--- src/pkg/mcjd_pkg.sv ---
// package: constants and types for the microcore conditional jump decoder
package mcjd_pkg;

  // ***************************************************************
  // widths
  // ***************************************************************
  localparam int PC_W     = 10;   // code ram address width
  localparam int INSTR_W  = 16;
  localparam int COND_W   = 6;
  localparam int OFS_W    = 5;
  localparam int NFLAG    = 16;
  localparam int NJREG    = 2;    // jump register set size

  // ***************************************************************
  // field positions
  // ***************************************************************
  localparam int COND_LSB   = 5;
  localparam int OFS_LSB    = 0;
  localparam int CORE_BIT   = 4;
  localparam int JREG_BIT   = 3;

  // opcode patterns
  localparam logic [4:0]  REL_OPC     = 5'h00;
  localparam logic [10:0] ABS_OPC_HI  = 11'h1CC;   // bits 15..5
  localparam logic [2:0]  ABS_OPC_LO  = 3'h5;      // bits 2..0

  // ***************************************************************
  // condition code groups
  // ***************************************************************
  localparam logic [5:0] C_TC1      = 6'h20;
  localparam logic [5:0] C_START_LO = 6'h24;
  localparam logic [5:0] C_START_HI = 6'h25;
  localparam logic [5:0] C_SCV_LO   = 6'h26;
  localparam logic [5:0] C_SCS_LO   = 6'h29;
  localparam logic [5:0] C_SCV_HI   = 6'h2C;
  localparam logic [5:0] C_ALU_DONE = 6'h2F;
  localparam logic [5:0] C_VB_HI    = 6'h30;
  localparam logic [5:0] C_VB_LO    = 6'h31;
  localparam logic [5:0] C_CUR_HI   = 6'h32;
  localparam logic [5:0] C_CUR_LO   = 6'h38;
  localparam logic [5:0] C_OWN_HI   = 6'h3E;
  localparam logic [5:0] C_OWN_LO   = 6'h3F;

  // reset values
  localparam logic [9:0] PC_RESET   = 10'h000;

  typedef enum logic [1:0] {
    MCJD_NONE,
    MCJD_REL,
    MCJD_ABS
  } mcjd_kind_t;

endpackage : mcjd_pkg

--- src/rtl/mcjd_cond_mux.sv ---
// selects one of 64 jump conditions from the condition code
module mcjd_cond_mux (
  input  wire logic [5:0]  cond_code,
  input  wire logic [15:0] flags,
  input  wire logic [3:0]  terminal_count,
  input  wire logic        start_in,
  input  wire logic [2:0]  shortcut_drain_source,
  input  wire logic [2:0]  shortcut_source,
  input  wire logic        alu_done,
  input  wire logic        boost_voltage_high,
  input  wire logic [5:0]  current_feedback,
  input  wire logic        own_current_feedback,
  output logic             cond_true
);

  logic [2:0] sub;

  // pure mux; flags are already sampled in the core domain
  always_comb
  begin
    cond_true = 1'b0;
    sub       = 3'd0;
    if (cond_code[5] == 1'b0)
      cond_true = flags[cond_code[3:0]] == cond_code[4];
    else if (cond_code < mcjd_pkg::C_START_LO)
      cond_true = terminal_count[cond_code[1:0]];
    else if (cond_code == mcjd_pkg::C_START_LO)
      cond_true = ~start_in;
    else if (cond_code == mcjd_pkg::C_START_HI)
      cond_true = start_in;
    else if (cond_code < mcjd_pkg::C_SCS_LO)
    begin
      sub       = 3'(cond_code - mcjd_pkg::C_SCV_LO);
      cond_true = ~shortcut_drain_source[sub[1:0]];
    end
    else if (cond_code < mcjd_pkg::C_SCV_HI)
    begin
      sub       = 3'(cond_code - mcjd_pkg::C_SCS_LO);
      cond_true = ~shortcut_source[sub[1:0]];
    end
    else if (cond_code < mcjd_pkg::C_ALU_DONE)
    begin
      sub       = 3'(cond_code - mcjd_pkg::C_SCV_HI);
      cond_true = shortcut_drain_source[sub[1:0]];
    end
    else if (cond_code == mcjd_pkg::C_ALU_DONE)
      cond_true = alu_done;
    else if (cond_code == mcjd_pkg::C_VB_HI)
      cond_true = boost_voltage_high;
    else if (cond_code == mcjd_pkg::C_VB_LO)
      cond_true = ~boost_voltage_high;
    else if (cond_code < mcjd_pkg::C_CUR_LO)
    begin
      sub       = 3'(cond_code - mcjd_pkg::C_CUR_HI);
      cond_true = current_feedback[sub];
    end
    else if (cond_code < mcjd_pkg::C_OWN_HI)
    begin
      sub       = 3'(cond_code - mcjd_pkg::C_CUR_LO);
      cond_true = ~current_feedback[sub];
    end
    else if (cond_code == mcjd_pkg::C_OWN_HI)
      cond_true = own_current_feedback;
    else
      cond_true = ~own_current_feedback;
  end

endmodule : mcjd_cond_mux

--- src/rtl/mcjd_decode.sv ---
// classifies an instruction word as relative, absolute or other
module mcjd_decode (
  input  wire logic [15:0]         instr,
  output mcjd_pkg::mcjd_kind_t     kind
);

  // fixed-bit match; every other opcode falls through to none
  always_comb
  begin
    if (instr[15:11] == mcjd_pkg::REL_OPC)
      kind = mcjd_pkg::MCJD_REL;
    else if (instr[15:5] == mcjd_pkg::ABS_OPC_HI &&
             instr[2:0] == mcjd_pkg::ABS_OPC_LO)
      kind = mcjd_pkg::MCJD_ABS;
    else
      kind = mcjd_pkg::MCJD_NONE;
  end

endmodule : mcjd_decode

--- src/rtl/mcjd_top.sv ---
// conditional jump decode and program counter update for one microcore
// Notes on behaviour
// - relative jump with true condition loads pc with own address plus offset
// - offset is five-bit two's complement, range minus sixteen to fifteen
// - relative jump has bits 15..11 zero, condition 10..5, offset 4..0
// - codes 0..15 true on flag low, 16..31 on flag high
// - terminal counts 1..4, start low/high, alu operation done
// - shortcut drain-source low, source low, drain-source high groups
// - boost voltage high/low, current feedbacks high then low
// - code 62 own current feedback high, 63 own feedback low
// - absolute jump with true core match loads selected jump register
// - bit 3 picks one jump register holding any absolute address
// - core selector 0 matches core zero, 1 matches core one
// - absolute jump fixed bits 15..5 and 2..0, bit4 core, bit3 register
module mcjd_top (
  input  wire logic        clk_sys,
  input  wire logic        rst_b,
  input  wire logic        instr_valid,
  input  wire logic [15:0] instr,
  input  wire logic        core_id,
  input  wire logic [9:0]  jump_register_set_0,
  input  wire logic [9:0]  jump_register_set_1,
  input  wire logic [15:0] flags,
  input  wire logic [3:0]  terminal_count,
  input  wire logic        start_in,
  input  wire logic [2:0]  shortcut_drain_source,
  input  wire logic [2:0]  shortcut_source,
  input  wire logic        alu_done,
  input  wire logic        boost_voltage_high,
  input  wire logic [5:0]  current_feedback,
  input  wire logic        own_current_feedback,
  output logic [9:0]       program_counter,
  output logic             jump_taken
);

  // ***************************************************************
  // decode
  // ***************************************************************
  mcjd_pkg::mcjd_kind_t kind;
  logic                 cond_true;
  logic                 core_zero_match;
  logic                 core_one_match;
  logic                 core_match;
  logic [9:0]           rel_target;
  logic [9:0]           abs_target;
  logic [9:0]           next_program_counter;
  logic                 next_jump_taken;

  mcjd_decode mcjd_decode_inst (
    .instr (instr),
    .kind  (kind)
  );

  mcjd_cond_mux mcjd_cond_mux_inst (
    .cond_code             (instr[mcjd_pkg::COND_LSB +: mcjd_pkg::COND_W]),
    .flags                 (flags),
    .terminal_count        (terminal_count),
    .start_in              (start_in),
    .shortcut_drain_source (shortcut_drain_source),
    .shortcut_source       (shortcut_source),
    .alu_done              (alu_done),
    .boost_voltage_high    (boost_voltage_high),
    .current_feedback      (current_feedback),
    .own_current_feedback  (own_current_feedback),
    .cond_true             (cond_true)
  );

  // ***************************************************************
  // targets
  // ***************************************************************
  // sign extension lets the pc wrap around the code ram edges
  assign rel_target = program_counter +
                      {{5{instr[4]}}, instr[4:0]};

  // register select; bit 3 indexes the two-entry set
  assign abs_target = instr[mcjd_pkg::JREG_BIT] ?
                      jump_register_set_1 :
                      jump_register_set_0;

  assign core_zero_match = ~instr[mcjd_pkg::CORE_BIT] & ~core_id;
  assign core_one_match  =  instr[mcjd_pkg::CORE_BIT] &  core_id;
  assign core_match      = core_zero_match | core_one_match;

  // next-pc selection; non-jump words simply step
  always_comb
  begin
    next_program_counter = program_counter + 10'h001;
    next_jump_taken      = 1'b0;
    case (kind)
      mcjd_pkg::MCJD_REL:
      begin
        if (cond_true)
        begin
          next_program_counter = rel_target;
          next_jump_taken      = 1'b1;
        end
      end
      mcjd_pkg::MCJD_ABS:
      begin
        if (core_match)
        begin
          next_program_counter = abs_target;
          next_jump_taken      = 1'b1;
        end
      end
      default:
      begin
        next_jump_taken = 1'b0;
      end
    endcase
  end

  // ***************************************************************
  // state
  // ***************************************************************
  // pc only moves on an executed word, so stalls hold it
  always_ff @(posedge clk_sys or negedge rst_b)
  begin
    if (!rst_b)
      program_counter <= mcjd_pkg::PC_RESET;
    else if (instr_valid)
      program_counter <= next_program_counter;
  end

  // one-cycle marker that the last executed word redirected the pc
  always_ff @(posedge clk_sys or negedge rst_b)
  begin
    if (!rst_b)
      jump_taken <= 1'b0;
    else
      jump_taken <= instr_valid & next_jump_taken;
  end

endmodule : mcjd_top

--- config.mk ---
export PLATFORM = sky130hd
export DESIGN_NAME = mcjd_top
export DESIGN_NICKNAME = d
export VERILOG_FILES = /design/src/pkg/mcjd_pkg.sv /design/src/rtl/mcjd_cond_mux.sv /design/src/rtl/mcjd_decode.sv /design/src/rtl/mcjd_top.sv
export SDC_FILE = /design/constraint.sdc
export NUM_CORES = 1
export LEC_CHECK = 0
export ABC_AREA = 1
export BUFFER_PORTS_ARGS = -buffer_cell sky130_fd_sc_hd__buf_2
export CAP_MARGIN = 25
export CORE_AREA = 2 2 68 70
export DETAILED_ROUTE_END_ITERATION = 6
export DIE_AREA = 0 0 70 72
export PLACE_DENSITY = 0.83
export SLEW_MARGIN = 25
export SYNTH_ARGS = -nofsm -noshare
export SYNTH_HDL_FRONTEND = slang
export SYNTH_SLANG_ARGS = --single-unit
--- constraint.sdc ---
create_clock -name clk_sys -period 4.1 [get_ports clk_sys]
set_clock_uncertainty 0.05 [all_clocks]
set_input_delay 0.615 -clock clk_sys [delete_from_list [all_inputs] [get_ports clk_sys]]
set_output_delay 0.615 -clock clk_sys [all_outputs]
set_load 0.05 [all_outputs]
==> impl_metrics.prom <==
# TYPE chip_impl_metric gauge
chip_impl_metric{name="clock.fmax",unit="GHz"} 0.362
chip_impl_metric{name="number_of_global_route_vias_before_repair",unit=""} 2630
chip_impl_metric{name="cts.path.max_buffers",unit=""} 2
chip_impl_metric{name="grt_use_met2",unit=""} 0.477
chip_impl_metric{name="timing_max_transition_violations_final",unit=""} 0
chip_impl_metric{name="ys_seq_elements",unit=""} 11
chip_impl_info{name="critical_path.startpoint_type",value="input port"} 1
chip_impl_metric{name="clk_latency",unit="ns"} 0.25
chip_impl_metric{name="critical_path.max_stage_delay",unit="ns"} 0.35
chip_impl_metric{name="post_cts_resized",unit=""} 0
chip_impl_info{name="unrepaired_setup_endpoints_after_global_routing",value="false"} 1
chip_impl_metric{name="yosysUniqueCellTypes",unit=""} 36
chip_impl_metric{name="tightest_slew",unit="ns"} 0.667
chip_impl_metric{name="syn_to_final_growth",unit="%"} 19.0
chip_impl_metric{name="yosysWarningCount",unit=""} 0
chip_impl_metric{name="grt_overflow_total",unit=""} 0
chip_impl_info{name="globalRoute.busiestLayer",value="met2"} 1
chip_impl_metric{name="die-width",unit="µm"} 70
chip_impl_metric{name="post_layout_net_count",unit=""} 573
chip_impl_metric{name="fin_tns_setup",unit="ns"} 0
chip_impl_metric{name="port-buffer-count",unit=""} 86
chip_impl_metric{name="grt_start_max_net_pins",unit=""} 21
chip_impl_metric{name="grt_util_met3",unit=""} 0.0278
chip_impl_metric{name="floorplan.initialDensity",unit=""} 0.540
chip_impl_info{name="synth.area.top_cells",value="nand2_1 (23%), dfrtp_1 (12%), ha_1 (8.1%), inv_1 (7.2%), nand3_1 (7.0%)"} 1
chip_impl_metric{name="final_layout_size_suffix_gt1_frac",unit=""} 0.225
chip_impl_metric{name="max_slew_headroom_at_the_worst_pin",unit=""} 0.554
chip_impl_metric{name="worstPathMaxFanout",unit=""} 20
chip_impl_metric{name="grt_util_all_layers",unit=""} 0.256
chip_impl_metric{name="yosys.area.top_type_share",unit=""} 0.233
chip_impl_metric{name="finalWirelength",unit="µm"} 6210
chip_impl_info{name="slowest_stage",value="nand2_1"} 1
chip_impl_metric{name="dr.first_iter.drc_count",unit=""} 136
chip_impl_metric{name="syn_area",unit="µm²"} 2300
chip_impl_metric{name="crit_arrival",unit="ns"} 2.86
chip_impl_metric{name="synthesis.area_per_instance",unit="µm²"} 5.70
chip_impl_info{name="cp_cell_sequence",value="buf_2 > inv_6 > o21ai_0 > o22ai_1 > nand2_1 > nand2_1 > a221oi_2 > xor2_1 > nand2_1 > nand2_2 > nand2_1 > nand3_1 > nand2_1 > nand2_1 > nand2_1"} 1
chip_impl_metric{name="post_cts_hold_buffers",unit=""} 0
chip_impl_info{name="cts_root_buffer",value="clkbuf_8"} 1
chip_impl_metric{name="core-area",unit="µm²"} 4260
chip_impl_metric{name="cts_post_setup_buffers_inserted",unit=""} 0
chip_impl_metric{name="antenna_cells_inserted",unit=""} 0
chip_impl_metric{name="detailed_place_hpwl",unit="µm"} 4950
chip_impl_metric{name="netlist_instances",unit=""} 404
chip_impl_info{name="tritoncts",value="yes"} 1
chip_impl_metric{name="cts.sink_count",unit=""} 11
chip_impl_info{name="timing.critical_path.mode_cell",value="nand2_1"} 1
chip_impl_metric{name="antenna_violating_nets_post_route",unit=""} 0
chip_impl_info{name="endpoint_kind_of_the_worst_setup_timing_path",value="register"} 1
chip_impl_metric{name="grtUsageMet1",unit=""} 0.301
chip_impl_metric{name="route.detailed.drc",unit=""} 0
chip_impl_metric{name="floorplan.die.height",unit="µm"} 72
chip_impl_metric{name="route.vias.total",unit=""} 2774
chip_impl_info{name="synth.largest_area_cell",value="nand2_1"} 1
chip_impl_metric{name="synth.yosys.seq_area_share",unit=""} 0.120
chip_impl_metric{name="antenna_found_initial",unit=""} 0
chip_impl_metric{name="cp.required",unit="ns"} 4.19
chip_impl_info{name="crit_type",value="input port to register"} 1
chip_impl_metric{name="dp.cells",unit=""} 528
chip_impl_metric{name="place_congestion",unit=""} 0.916
chip_impl_metric{name="nets_in_the_synthesized_netlist",unit=""} 496
chip_impl_metric{name="grt_first_pass_wirelength",unit="µm"} 10900
chip_impl_metric{name="cts.clk_slew.worst_paths",unit="ns"} 0.06
chip_impl_metric{name="pin_count",unit=""} 87
chip_impl_metric{name="tritoncts.num_buffers",unit=""} 3
chip_impl_metric{name="power_density_relative_to_cell_area",unit="nW/µm²"} 353
chip_impl_info{name="outcome",value="complete, no violations"} 1
chip_impl_metric{name="power_leakage",unit="nW"} 1.60
chip_impl_metric{name="setup_viol",unit=""} 0
chip_impl_info{name="timing.critical_path.max_delay_family",value="simple AND/OR/NAND/NOR gates"} 1
chip_impl_metric{name="post_layout_nonfiller_instances",unit=""} 532
chip_impl_metric{name="count_of_buffering_cells_on_the_critical_path_with_inverters_included",unit=""} 2
chip_impl_metric{name="rows",unit=""} 24
chip_impl_metric{name="hold_violations",unit=""} 0
chip_impl_metric{name="design_power_total",unit="µW"} 967
chip_impl_metric{name="post-route-period-util",unit=""} 0.674
chip_impl_metric{name="max_rail_drop_vdd",unit="V"} 0.000330
chip_impl_metric{name="wl_per_cell",unit="µm"} 11.7
chip_impl_metric{name="period_needed",unit="ns"} 2.76
chip_impl_metric{name="vias_per_cell",unit=""} 5.21
chip_impl_metric{name="clock_tree.htree_level_count",unit=""} 1
chip_impl_metric{name="dieArea",unit="µm²"} 5040
chip_impl_info{name="hold_class",value="input port to asynchronous set/reset pin"} 1
chip_impl_metric{name="maxCapViolations",unit=""} 0
chip_impl_metric{name="drtPass1Iterations",unit=""} 4
chip_impl_metric{name="postLayoutCoreUtil",unit=""} 0.643
## cells by family (layout without fill, tap and decap cells)
logic type,Yosys count,count (layout),synth area share
compound gates,57,57,0.145
flops,11,11,0.119
fa+ha+maj,16,16,0.0902
buf+inv,63,139,0.128
simple gates,238,238,0.445
xor+xnor,19,19,0.0722
## per-stage QoR
stage          hold slack, ns  cell area (µm²)  setup WS, ns
2_1_floorplan           0.269             2300          1.49
3_3_place_gp            0.455             2700          1.13
3_5_place_dp            0.466             2700          1.08
4_1_cts                 0.201             2740          1.34
5_1_grt                 0.210             2740         0.981
6_report                0.193             2740          1.34
## Yosys cell counts (all sizes together)
cell,count
buf,8
and3,2
o211ai,2
fa,1
inv,47
clkbuf,7
a31oi,9
dfrtp,11
nand3,41
ha,15
xor2,14
a221oi,1
nand2,145
nor4,2
a21o,1
o21bai,2
xnor2,5
nor2,42
clkinv,1
a32o,1
a21oi,15
nand3b,2
nor3,2
o22ai,5
nand4,2
o21ai,21
## per-layer routing
metal | wire (µm) | vias up
met5 | 0 | -
met4 | 93 | 0
met3 | 461 | 9
met2 | 3050 | 115
met1 | 2610 | 1192
li1 | - | 1458
## power breakdown
group          internal, mW  switching (mW)
Combinational         0.237           0.414
Sequential            0.137          0.0592
Clock                0.0689          0.0494
Total                 0.444           0.523
## layout make-up
| class | count | area, µm² |
|---|---|---|
| multi-input cells | 330 | 1730 |
| fillers | 419 | 1520 |
| well taps | 52 | 65.1 |
| inverters | 48 | 185 |
| flip-flops and latches | 11 | 275 |
| clock buffers | 4 | 45.0 |
| repair buffers | 87 | 438 |
## worst paths after layout
check                                      to  slack [ns]  cells after the start               start
min in group clk_sys       program_counter[8]        0.55                      2  program_counter[8]
hold reg to reg            program_counter[8]        0.55                      2  program_counter[8]
setup reg to reg           program_counter[8]        1.39                     15  program_counter[0]
max in group asynchronous  program_counter[2]        3.58                      1               rst_b
setup / recovery           program_counter[0]        1.34                     15            instr[5]
hold / removal             program_counter[8]        0.19                      1               rst_b
## registers in the layout, summed over array words and instances (netlist names)
register	count
program_counter	10
jump_taken	1
## cells in the final DEF (no fill, tap or decap), types with 5 or more instances in the layout
cell / instances
xor2_1: 14
nand2_1: 143
nand3_1: 32
a31oi_1: 9
ha_1: 15
nor2_1: 40
xnor2_1: 5
o22ai_1: 5
inv_1: 44
o21ai_0: 17
buf_2: 86
a21oi_1: 15
dfrtp_1: 11
nand3_2: 9
(Power assumes the default switching activity.)
